[config.mk]
export PLATFORM = sky130hd
export DESIGN_NAME = dcto_drive_flat
export DESIGN_NICKNAME = d
export VERILOG_FILES = /design/src/dcto_pkg.sv /design/src/dcto_if.sv /design/src/dcto_drive.sv /design/src/flat_wrapper.sv
export SDC_FILE = /design/constraint.sdc
export NUM_CORES = 1
export LEC_CHECK = 0
export BUFFER_PORTS_ARGS = -buffer_cell sky130_fd_sc_hd__clkbuf_2
export CAP_MARGIN = 10
export CORE_MARGIN = 2
export CORE_UTILIZATION = 48
export CTS_CLUSTER_DIAMETER = 200
export CTS_CLUSTER_SIZE = 30
export DETAILED_ROUTE_END_ITERATION = 8
export PLACE_DENSITY = 0.65
export SYNTH_ARGS = -nofsm -noshare
export SYNTH_HDL_FRONTEND = slang
export SYNTH_SLANG_ARGS = --single-unit
[constraint.sdc]
create_clock -name sys_clk -period 5 [get_ports sys_clk]
set_input_delay 0.5 -clock sys_clk [delete_from_list [all_inputs] [get_ports sys_clk]]
set_output_delay 0.5 -clock sys_clk [all_outputs]
set_load 0.05 [all_outputs]
[src/dcto_pkg.sv]
package dcto_pkg;

    // ------------------------------------------------------------
    // timing
    // ------------------------------------------------------------
    localparam int unsigned CLK_HZ          = 10_000_000;
    localparam int unsigned FILTER_TIME_US  = 500;
    localparam int unsigned SHUTOFF_TIME_MS = 8;
    localparam int unsigned ALARM_TIME_S    = 10;
    // longest off pulse that is still ignored
    localparam int unsigned FILTER_CYC      = CLK_HZ / 1_000_000 * FILTER_TIME_US;
    // longest time from both channels off to motor power cut
    localparam int unsigned SHUTOFF_CYC     = CLK_HZ / 1000 * SHUTOFF_TIME_MS;
    // longest time one channel may differ from the other
    localparam int unsigned ALARM_CYC       = CLK_HZ * ALARM_TIME_S;

    // ------------------------------------------------------------
    // controlword low bits
    // ------------------------------------------------------------
    localparam int          CW_W          = 4;
    localparam int          CW_EN_VOLT    = 1;
    localparam logic [3:0]  CW_SHUTDOWN   = 4'h6;
    localparam logic [3:0]  CW_SWITCH_ON  = 4'h7;
    localparam logic [3:0]  CW_ENABLE_OP  = 4'hF;
    localparam logic [3:0]  CW_DISABLE    = 4'h0;

    typedef enum logic [4:0] {
        CMD_NONE      = 5'h01,
        CMD_SHUTDOWN  = 5'h02,
        CMD_SWITCH_ON = 5'h04,
        CMD_ENABLE_OP = 5'h08,
        CMD_DISABLE   = 5'h10
    } dcto_cmd_e;

    // ------------------------------------------------------------
    // local utilities that energize the motor
    // ------------------------------------------------------------
    typedef enum logic [2:0] {
        UTIL_NONE                            = 3'h0,
        UTIL_JOG_UTILITY                     = 3'h1,
        UTIL_ORIGIN_SEARCH_UTILITY           = 3'h2,
        UTIL_PROGRAM_JOG_UTILITY             = 3'h3,
        UTIL_CURRENT_OFFSET_TUNING_UTILITY   = 3'h4,
        UTIL_POLARITY_DETECTION_UTILITY      = 3'h5,
        UTIL_REFERENCE_FREE_AUTOTUNE_UTILITY = 3'h6,
        UTIL_QUICK_FREQUENCY_ANALYSIS_UTILITY = 3'h7
    } dcto_util_e;

    // ------------------------------------------------------------
    // states
    // ------------------------------------------------------------
    typedef enum logic [3:0] {
        ST_TORQUE_OFF = 4'h1,
        ST_IDLE       = 4'h2,
        ST_SWITCHED   = 4'h4,
        ST_RUN        = 4'h8
    } dcto_state_e;

    typedef enum logic [5:0] {
        H_IDLE    = 6'h01,
        H_SHUT    = 6'h02,
        H_WAIT_BB = 6'h04,
        H_SWON    = 6'h08,
        H_ENOP    = 6'h10,
        H_RUN     = 6'h20
    } dcto_host_e;

    // ------------------------------------------------------------
    // controlword decode
    // ------------------------------------------------------------
    function automatic dcto_cmd_e dcto_decode(input logic strobe, input logic [3:0] cw);
        dcto_cmd_e c;
        c = CMD_NONE;
        if (strobe) begin
            if (cw == CW_ENABLE_OP) begin
                c = CMD_ENABLE_OP;
            end else if (cw == CW_SWITCH_ON) begin
                c = CMD_SWITCH_ON;
            end else if (cw == CW_SHUTDOWN) begin
                c = CMD_SHUTDOWN;
            end else if (!cw[CW_EN_VOLT]) begin
                c = CMD_DISABLE;
            end
        end
        return c;
    endfunction

endpackage

[src/dcto_if.sv]
`timescale 1ns/10ps
interface dcto_if;
    logic       safety_request_a;
    logic       safety_request_b;
    logic [3:0] controlword;
    logic       controlword_strobe;
    logic       hardwired_torque_off;
    logic       power_stage_idle;
    logic       servo_ready;
    logic       operation_enabled;
    logic       failure_monitor_output;

    modport drive (
        input  safety_request_a,
        input  safety_request_b,
        input  controlword,
        input  controlword_strobe,
        output hardwired_torque_off,
        output power_stage_idle,
        output servo_ready,
        output operation_enabled,
        output failure_monitor_output
    );

    modport host (
        output safety_request_a,
        output safety_request_b,
        output controlword,
        output controlword_strobe,
        input  hardwired_torque_off,
        input  power_stage_idle,
        input  servo_ready,
        input  operation_enabled,
        input  failure_monitor_output
    );
endinterface

[src/dcto_drive.sv]
`timescale 1ns/10ps
module dcto_drive #(
    parameter int unsigned FILTER_CYC = dcto_pkg::FILTER_CYC,
    parameter int unsigned ALARM_CYC  = dcto_pkg::ALARM_CYC
) (
    input  wire logic                 sys_clk,
    input  wire logic                 reset_n,
    dcto_if.drive                     link,
    input  wire logic                 main_power_on,
    input  wire logic                 utility_mode,
    input  wire dcto_pkg::dcto_util_e utility_id,
    input  wire logic                 alarm_clear,
    output logic                      gate_drive_a,
    output logic                      gate_drive_b,
    output logic                      input_timing_alarm
);

    localparam int FW = $clog2(FILTER_CYC + 1);
    localparam int AW = $clog2(ALARM_CYC + 1);

    // ------------------------------------------------------------
    // synchronise and filter each channel
    // ------------------------------------------------------------
    logic [1:0] raw;
    logic [1:0] filt;

    assign raw = {link.safety_request_b, link.safety_request_a};

    for (genvar ch = 0; ch < 2; ch++) begin : g_chan
        logic          sync1_q;
        logic          sync2_q;
        logic          filt_q;
        logic [FW-1:0] off_cnt_q;

        always_ff @(posedge sys_clk or negedge reset_n) begin
            if (!reset_n) begin
                sync1_q <= 1'b0;
                sync2_q <= 1'b0;
            end else begin
                sync1_q <= raw[ch];
                sync2_q <= sync1_q;
            end
        end

        always_ff @(posedge sys_clk or negedge reset_n) begin
            if (!reset_n) begin
                off_cnt_q <= '0;
                filt_q    <= 1'b0;
            end else if (sync2_q) begin
                off_cnt_q <= '0;
                filt_q    <= 1'b1;
            end else if (off_cnt_q == FW'(FILTER_CYC)) begin
                filt_q    <= 1'b0;
            end else begin
                off_cnt_q <= off_cnt_q + FW'(1);
            end
        end

        assign filt[ch] = filt_q;
    end

    logic both_on;
    assign both_on = filt[0] & filt[1];

    // ------------------------------------------------------------
    // single channel timing supervision
    // ------------------------------------------------------------
    logic [AW-1:0] mis_cnt_q;
    logic          alarm_q;
    logic          alarm_set;

    assign alarm_set = (filt[0] ^ filt[1]) && (mis_cnt_q == AW'(ALARM_CYC - 1));

    always_ff @(posedge sys_clk or negedge reset_n) begin
        if (!reset_n) begin
            mis_cnt_q <= '0;
        end else if (!(filt[0] ^ filt[1])) begin
            mis_cnt_q <= '0;
        end else if (mis_cnt_q != AW'(ALARM_CYC)) begin
            mis_cnt_q <= mis_cnt_q + AW'(1);
        end
    end

    always_ff @(posedge sys_clk or negedge reset_n) begin
        if (!reset_n) begin
            alarm_q <= 1'b0;
        end else begin
            alarm_q <= alarm_set | (alarm_q & ~alarm_clear);
        end
    end

    // ------------------------------------------------------------
    // commands and utilities
    // ------------------------------------------------------------
    dcto_pkg::dcto_cmd_e cmd;
    logic                cmd_off;
    logic                util_req;

    assign cmd      = dcto_pkg::dcto_decode(link.controlword_strobe, link.controlword);
    assign cmd_off  = (cmd == dcto_pkg::CMD_SHUTDOWN) || (cmd == dcto_pkg::CMD_DISABLE);
    assign util_req = utility_mode && (utility_id != dcto_pkg::UTIL_NONE);

    // ------------------------------------------------------------
    // state machine
    // ------------------------------------------------------------
    dcto_pkg::dcto_state_e state_q;
    dcto_pkg::dcto_state_e state_d;
    logic                  pending_q;
    logic                  util_lock_q;
    logic                  util_run_q;
    logic                  pending_set;

    always_comb begin
        state_d = state_q;
        unique case (state_q)
            dcto_pkg::ST_TORQUE_OFF: begin
                if (!pending_q && !util_req && !util_lock_q
                    && (main_power_on || cmd == dcto_pkg::CMD_SHUTDOWN)) begin
                    state_d = dcto_pkg::ST_IDLE;
                end
            end
            dcto_pkg::ST_IDLE: begin
                if (cmd == dcto_pkg::CMD_SWITCH_ON) begin
                    state_d = dcto_pkg::ST_SWITCHED;
                end else if (cmd == dcto_pkg::CMD_ENABLE_OP || util_req) begin
                    state_d = dcto_pkg::ST_RUN;
                end
            end
            dcto_pkg::ST_SWITCHED: begin
                if (cmd == dcto_pkg::CMD_ENABLE_OP) begin
                    state_d = dcto_pkg::ST_RUN;
                end else if (cmd_off) begin
                    state_d = dcto_pkg::ST_IDLE;
                end
            end
            dcto_pkg::ST_RUN: begin
                if (cmd_off || (util_run_q && !util_req)) begin
                    state_d = dcto_pkg::ST_IDLE;
                end
            end
        endcase
        if (!both_on) begin
            state_d = dcto_pkg::ST_TORQUE_OFF;
        end
    end

    always_ff @(posedge sys_clk or negedge reset_n) begin
        if (!reset_n) begin
            state_q <= dcto_pkg::ST_TORQUE_OFF;
        end else begin
            state_q <= state_d;
        end
    end

    // enable still held when torque-off struck, or sent during torque-off
    assign pending_set = (state_q == dcto_pkg::ST_RUN && !both_on && !util_run_q)
                      || (state_d == dcto_pkg::ST_TORQUE_OFF && cmd == dcto_pkg::CMD_ENABLE_OP);

    always_ff @(posedge sys_clk or negedge reset_n) begin
        if (!reset_n) begin
            pending_q <= 1'b0;
        end else if (pending_set) begin
            pending_q <= 1'b1;
        end else if (cmd_off) begin
            pending_q <= 1'b0;
        end
    end

    always_ff @(posedge sys_clk or negedge reset_n) begin
        if (!reset_n) begin
            util_lock_q <= 1'b0;
        end else if (!both_on && util_req) begin
            util_lock_q <= 1'b1;
        end else if (both_on && !util_req) begin
            util_lock_q <= 1'b0;
        end
    end

    always_ff @(posedge sys_clk or negedge reset_n) begin
        if (!reset_n) begin
            util_run_q <= 1'b0;
        end else if (state_d != dcto_pkg::ST_RUN) begin
            util_run_q <= 1'b0;
        end else if (state_q == dcto_pkg::ST_IDLE && util_req && cmd != dcto_pkg::CMD_ENABLE_OP) begin
            util_run_q <= 1'b1;
        end
    end

    // ------------------------------------------------------------
    // outputs
    // ------------------------------------------------------------
    logic gate_a_q;
    logic gate_b_q;
    logic hwto_q;
    logic idle_q;
    logic ready_q;
    logic open_q;
    logic fmo_q;

    always_ff @(posedge sys_clk or negedge reset_n) begin
        if (!reset_n) begin
            gate_a_q <= 1'b0;
            gate_b_q <= 1'b0;
        end else begin
            gate_a_q <= (state_d == dcto_pkg::ST_RUN) & filt[0];
            gate_b_q <= (state_d == dcto_pkg::ST_RUN) & filt[1];
        end
    end

    always_ff @(posedge sys_clk or negedge reset_n) begin
        if (!reset_n) begin
            hwto_q  <= 1'b1;
            idle_q  <= 1'b0;
            ready_q <= 1'b0;
            open_q  <= 1'b0;
        end else begin
            hwto_q  <= (state_d == dcto_pkg::ST_TORQUE_OFF);
            idle_q  <= (state_d == dcto_pkg::ST_IDLE) || (state_d == dcto_pkg::ST_SWITCHED);
            ready_q <= ((state_d == dcto_pkg::ST_IDLE) || (state_d == dcto_pkg::ST_SWITCHED))
                       && both_on;
            open_q  <= (state_d == dcto_pkg::ST_RUN);
        end
    end

    always_ff @(posedge sys_clk or negedge reset_n) begin
        if (!reset_n) begin
            fmo_q <= 1'b0;
        end else begin
            fmo_q <= ~filt[0] & ~filt[1];
        end
    end

    assign gate_drive_a                = gate_a_q;
    assign gate_drive_b                = gate_b_q;
    assign input_timing_alarm          = alarm_q;
    assign link.hardwired_torque_off   = hwto_q;
    assign link.power_stage_idle       = idle_q;
    assign link.servo_ready            = ready_q;
    assign link.operation_enabled      = open_q;
    assign link.failure_monitor_output = fmo_q;

endmodule

[src/flat_wrapper.sv]
// flat-port wrapper written by rule: the top's interface ports become plain ports
module dcto_drive_flat 
#(
    parameter int unsigned FILTER_CYC = dcto_pkg::FILTER_CYC,
    parameter int unsigned ALARM_CYC  = dcto_pkg::ALARM_CYC
)
  (sys_clk, reset_n, main_power_on, utility_mode, utility_id, alarm_clear, gate_drive_a, gate_drive_b, input_timing_alarm, link_safety_request_a, link_safety_request_b, link_controlword, link_controlword_strobe, link_hardwired_torque_off, link_power_stage_idle, link_servo_ready, link_operation_enabled, link_failure_monitor_output);
  dcto_if link_i ();
  input  wire logic sys_clk;
  input  wire logic reset_n;
  input  wire logic main_power_on;
  input  wire logic utility_mode;
  input  wire dcto_pkg::dcto_util_e utility_id;
  input  wire logic alarm_clear;
  output logic gate_drive_a;
  output logic gate_drive_b;
  output logic input_timing_alarm;
  input wire logic [$bits(link_i.safety_request_a)-1:0] link_safety_request_a;
  input wire logic [$bits(link_i.safety_request_b)-1:0] link_safety_request_b;
  input wire logic [$bits(link_i.controlword)-1:0] link_controlword;
  input wire logic [$bits(link_i.controlword_strobe)-1:0] link_controlword_strobe;
  output wire logic [$bits(link_i.hardwired_torque_off)-1:0] link_hardwired_torque_off;
  output wire logic [$bits(link_i.power_stage_idle)-1:0] link_power_stage_idle;
  output wire logic [$bits(link_i.servo_ready)-1:0] link_servo_ready;
  output wire logic [$bits(link_i.operation_enabled)-1:0] link_operation_enabled;
  output wire logic [$bits(link_i.failure_monitor_output)-1:0] link_failure_monitor_output;
  assign link_i.safety_request_a = link_safety_request_a;
  assign link_i.safety_request_b = link_safety_request_b;
  assign link_i.controlword = link_controlword;
  assign link_i.controlword_strobe = link_controlword_strobe;
  assign link_hardwired_torque_off = link_i.hardwired_torque_off;
  assign link_power_stage_idle = link_i.power_stage_idle;
  assign link_servo_ready = link_i.servo_ready;
  assign link_operation_enabled = link_i.operation_enabled;
  assign link_failure_monitor_output = link_i.failure_monitor_output;
  dcto_drive #(.FILTER_CYC(FILTER_CYC), .ALARM_CYC(ALARM_CYC)) u_core (.sys_clk(sys_clk), .reset_n(reset_n), .link(link_i), .main_power_on(main_power_on), .utility_mode(utility_mode), .utility_id(utility_id), .alarm_clear(alarm_clear), .gate_drive_a(gate_drive_a), .gate_drive_b(gate_drive_b), .input_timing_alarm(input_timing_alarm));
endmodule
== After elaboration in Yosys (flattened, before gate mapping) ==
Index checks and enable logic that the tools add are counted.
Word-level totals
  ROM bits: 0
  memories: 0
  RAM bits: 0
  input port bits: 15
  bits in registers: 74
  latch bits: 0
  output and inout bits: 8
Cells by class
  equal/unequal tests: 24
  reduce and logical (&&, ||, !) cells: 31
  muxes and demuxes: 29
  bitwise logic cells: 10
  $lt $le $gt $ge: 0
  multipliers: 0
  shifts and indexed selects: 0
  add/sub/neg operators: 3
  div/mod/pow operators: 0
Operator list (number)
  two-way mux 27 bit: 2
  two-way mux 13 bit: 4
  two-way mux 4 bit: 7
  adder 27 x 1 -> 27 bit (second input constant): 1
  == test 27 bit (second input constant): 1
  inequality test 27 bit (second input constant): 1
  adder 13 x 1 -> 13 bit (second input constant): 2
  == test 13 bit (second input constant): 2
  two-way mux 5 bit: 5
  == test 4 x 3 -> 1 bit (second input constant): 4
  one-hot mux 4 bit (4 select lines): 1
  logical AND 1 bit: 14
  == test 4 bit (second input constant): 3
  two-way mux 1 bit: 10
  nonzero test 2 bit: 5
  == test 4 x 1 -> 1 bit (second input constant): 2
  == test 4 x 2 -> 1 bit (second input constant): 2
  logical OR 1 bit: 6
  AND 1 bit: 5
  == test 5 x 2 -> 1 bit (second input constant): 1
  == test 5 x 3 -> 1 bit (second input constant): 1
  == test 5 x 4 -> 1 bit (second input constant): 1
  == test 5 bit (second input constant): 1
  logical NOT 1 bit: 5
  other kinds (8): 11

== Longest topological paths before layout ==
  word-level depth: 15
  depth in mapped cells: 7

== Worst setup path after synthesis ==
No wires, ideal clock.
  path kind: input -> register
  start point: in utility_id[1]
  end point: reg u_core.pending_q
  path buffers: 0
  library setup time: 0.095 ns
  stages: 5
  slack: 3.070 ns
  data arrival time: 1.834 ns
  path through: o31a_1 nor4_4 o32ai_4 or2_1 o31ai_1
On the way
  word-level cells in the longest chain between the ends: 13
  elaborated cells between the ends (all ways): 20
  classes of those cells: 1 x eq/ne; 7 x mux; 12 x reduce/logical
RTL lines
  start: declaration: line flat_wrapper.sv:13  | input wire dcto_pkg::dcto_util_e utility_id;
  nonzero test 3 bit (*): line dcto_drive.sv:101  | assign util_req = utility_mode && (utility_id != dcto_pkg::UTIL_NONE);
  logical AND 1 bit (*): line dcto_drive.sv:101
  logical NOT 1 bit: line dcto_drive.sv:117, dcto_drive.sv:137
  logical AND 1 bit (2 in a row): line dcto_drive.sv:117  | if (!pending_q && !util_req && !util_lock_q
  logical AND 1 bit: line dcto_drive.sv:118  | && (main_power_on || cmd == dcto_pkg::CMD_SHUTDOWN)) begin
  two-way mux 4 bit: line dcto_drive.sv:117
  one-hot mux 4 bit (4 select lines) (*): line dcto_drive.sv:115  | unique case (state_q)
  two-way mux 4 bit (*): line dcto_drive.sv:142  | if (!both_on) begin
  net u_core.state_d[2]: line dcto_drive.sv:107  | dcto_pkg::dcto_state_e state_d;
  == test 4 x 1 -> 1 bit (*): line dcto_drive.sv:157  | || (state_d == dcto_pkg::ST_TORQUE_OFF && cmd == dcto_pkg::CMD_ENABLE_OP);
  logical AND 1 bit (*): line dcto_drive.sv:157
  logical OR 1 bit (*): line dcto_drive.sv:157
  two-way mux 1 bit / nonzero test 2 bit (equally long branches)
  end signal: assignment: line dcto_drive.sv:161  | pending_q <= 1'b0;
  end signal: assignment: line dcto_drive.sv:163  | pending_q <= 1'b1;
  end signal: assignment: line dcto_drive.sv:165  | pending_q <= 1'b0;
  end: declaration: line dcto_drive.sv:108  | logic pending_q;
Mark *: on every way through the listed nets, which the timed path passes. The rest lies on a longest branch.
A chain may end at the register's enable or synchronous reset.

== Worst setup path after layout ==
  start point: reg u_core.state_q[2]
  end point: reg u_core.util_run_q
On the way
  word-level cells in the longest chain between the ends: 6
  elaborated cells between the ends (all ways): 17
  classes of those cells: 5 x eq/ne; 9 x mux; 3 x reduce/logical
RTL lines
  start: declaration: line dcto_drive.sv:106  | dcto_pkg::dcto_state_e state_q;
  start signal: assignment: line dcto_drive.sv:149  | state_q <= dcto_pkg::ST_TORQUE_OFF;
  start signal: assignment: line dcto_drive.sv:151  | state_q <= state_d;
  two-way mux 4 bit (on tied branches): line dcto_drive.sv:132, dcto_drive.sv:125
  two-way mux 4 bit (on tied branches): line dcto_drive.sv:130, dcto_drive.sv:123
  one-hot mux 4 bit (4 select lines): line dcto_drive.sv:115
  two-way mux 4 bit: line dcto_drive.sv:142
  inequality test 4 bit: line dcto_drive.sv:182  | end else if (state_d != dcto_pkg::ST_RUN) begin
  two-way mux 1 bit / nonzero test 2 bit (equally long branches)
  end signal: assignment: line dcto_drive.sv:181  | util_run_q <= 1'b0;
  end signal: assignment: line dcto_drive.sv:183  | util_run_q <= 1'b0;
  end signal: assignment: line dcto_drive.sv:185  | util_run_q <= 1'b1;
  end: declaration: line dcto_drive.sv:110  | logic util_run_q;
Several ways; a longest one is shown, not always the timed one.

==> impl_metrics.csv <==
group,metric,value,unit
synthesis,syn-num-nets,382,
hold_path,hold_path_class,"in2reg",
synthesis,async_reset_ff_share,100,%
placed_design,io_buffer_count,22,
power,vdd_drop_max,0.161,mV
clock_tree,cts_inserted_buffers,9,
routing,drtIter0Drc,52,
routing,via_per_inst,5.37,
job,cap_violations,0,
synthesis,synth_enable_flop_cells,0,
synthesis,synth_warnings,0,
die,ios,23,
layout,layout_commonest_cell,"dfrtp_1",
synthesis,synth_compound_area_share,9.13,%
grt,grt_pass1_wl,11.7,mm
sta,slew_violations,0,
die,core_area,7690,µm²
routing,vias,2636,
critical_path,worst_ep_required_time,5.27,ns
routing,drc,0,
placed_design,gp_congestion,0.810,
clock_tree,h-tree-depth,3,
sta,clock_skew,0.0108,ns
sta,tns,0,ns
sta,finalCritPeriodShare,40.9,%
grt,grtUsageMet1,22.5,%
sta,layout_setup_ws,2.95,ns
synthesis,synth_top_family_by_area,"simple AND/OR/NAND/NOR gates",
die,start_util,49.4,%
sta,max_slew.worst_pin.slew,0.910,ns
synthesis,ys_types,53,
clock_tree,clock-root-buffer,"clkbuf_8",
critical_path,crit_arrival,2.32,ns
sta,rsz0062_at_grt,"no",
synthesis,yosys.area_share.simple,25.6,%
power,power,1.48,mW
layout,final_core_util,54.5,%
grt,top_usage_layer,"met2",
synthesis,synth_mux_area_share,0.857,%
sta,fmax,0.488,GHz
sta,max-slew-margin-rel,39.3,%
clock_tree,clk_latency,0.34,ns
clock_tree,cts_resized,0,
placed_design,hpwl,4.46,mm
clock_tree,cts.sinks,74,
sta,layout_min_cycle_time,2.05,ns
status,status,"finished clean",
grt,use_met2,27.2,%
clock_tree,ctsLongestPathBuffers,2,
power,p_leak,1.81,nW
layout,stdcell_count,491,
layout,drive_gt1_share,14.9,%
grt,grt-ovfl-total,0,
clock_tree,ctsHoldBuffers,0,
power,powerDensity,353,nW/µm²
clock_tree,cts_tree,"built",
synthesis,synth_top_area_share,47.4,%
layout,final_cell_mix,"dfrtp_1, nor2_1, xor2_1",
placed_design,dpl_cell_area,4000,µm²
critical_path,path_max_fanout,8,
critical_path,critPathKind,"reg2reg",
die,chipHeight,92.9,µm
layout,final_area,4190,µm²
synthesis,syn_inst,358,
clock_tree,post_cts_buffers,0,
synthesis,synth.largest_area_cell,"dfrtp_1",
layout,antenna_cells,0,
layout,num-nets-final,408,
grt,grt_max_degree,75,
layout,fillers,712,
grt,track_usage,17.0,%
clock_tree,cts.clk_slew.worst_paths,0.07,ns
critical_path,startpoint_type,"flop",
grt,grt_pass1_vias,2587,
sta,hold_slack,0.264,ns
synthesis,synth_area_leaders,"dfrtp_1, xor2_1, xnor2_1",
layout,area_growth,10.3,%
synthesis,synthXorXnorAreaFrac,10.4,%
placed_design,pre_cts_ws,2.81,ns
synthesis,yosysSeqAreaShare,48.8,%
synthesis,syn_area,3800,µm²
sta,setup_viol,0,
die,rows,32,
routing,firstDrtPassIters,4,
grt,gr-usage-met3,5.29,%
synthesis,synth_seq_cells,74,
critical_path,crit_path_end_kind,"flop",
synthesis,syn_avg_cell_area,10.6,µm²
die,die_area,8640,µm²
die,die_w,92.9,µm
routing,drtAntennaViolNets,0,
routing,routed_wl,6.60,mm
sta,hold_viol,0,
routing,wl_per_cell,13.4,µm
synthesis,synthFlopType,"dfrtp_1",
synthesis,synth_adder_area_share,2.97,%
placed_design,dp_cells,475,
grt,antenna_found_initial,0,
==> sequential cells by signal, summed over array words and instances (netlist names), 2 cells and up <==
register / flops
u_core.g_chan.sync1_q: 2
u_core.mis_cnt_q: 27
u_core.g_chan.sync2_q: 2
u_core.state_q: 4
u_core.g_chan.filt_q: 2
u_core.g_chan.off_cnt_q: 26
==> critical path, cell delays in order (launching register included) <==
cell      delay (ns)
dfrtp_1         0.50
nor4b_2         0.51
o21ai_2         0.13
o221ai_2        0.16
o221ai_2        0.17
nor4_4          0.35
nor2b_1         0.17
==> where the power goes <==
group / switching, mW / leakage (nW) / internal, mW
logic: 0.216 / 0.725 / 0.158
clock network: 0.214 / 0.0944 / 0.219
registers: 0.0397 / 0.993 / 0.634
total: 0.470 / 1.81 / 1.01
==> cell usage after synthesis (2+ instances only) <==
library cell  count
a211oi_1          2
a21boi_0          3
a21o_1            2
a21oi_1           6
a22oi_1           3
a31oi_1           2
and2_1           24
and3_1            7
and4_1            7
clkbuf_1          5
dfrtp_1          72
dfstp_2           2
ha_1              9
inv_1            13
mux2_2            2
nand2_1          21
nand3_1          22
nand4_1          13
nor2_1           35
nor2b_1           7
nor3_1            3
nor3b_1           2
nor4_4            2
nor4b_1           6
nor4b_2           2
nor4bb_1          2
o21ai_0           8
o21ai_2           2
o221ai_2          2
or3_1             6
xnor2_1          19
xor2_1           26
==> logic make-up (layout without fill, tap and decap cells) <==
kind of cell               Yosys count  in the layout
and+or+nand+nor                    166            166
DFF                                 74             74
xor gates and xnor gates            45             45
AOI/OAI and AO/OA                   41             41
buffers and inverters               20             51
adders and majority gates            9              9
muxes                                3              3
==> final timing paths <==
path                                               start                             to  slack (ns)  cells after the start
worst max-delay path                   u_core.state_q[2]              u_core.util_run_q        2.95                      6
worst min-delay path               link_safety_request_a       u_core.g_chan[0].sync1_q        0.26                      1
worst max register to register         u_core.state_q[2]              u_core.util_run_q        2.95                      6
worst min register to register  u_core.g_chan[1].sync1_q       u_core.g_chan[1].sync2_q        0.35                      0
max in group asynchronous                        reset_n            u_core.mis_cnt_q[0]        4.12                      1
min in group asynchronous                        reset_n  u_core.g_chan[1].off_cnt_q[0]        0.29                      1
==> cell type report <==
cell class	count	area, µm²	share of cell area, %
multi-input combinational	264	1860	44.3
timing repair buffer	22	113	2.69
clock buffer	12	165	3.94
inverter	13	48.8	1.16
sequential	74	1850	44.3
tap	102	128	3.05
clock inverter	4	25.0	0.597
==> routing by layer <==
layer	wire length [µm]	part of all wire, %	vias up
met4	55	0.83	0
met2	3130	47	25
li1	-	-	1315
met5	0	0	-
met1	3200	49	1292
met3	215	3.3	4
Power figures use the tool's default switching activity.
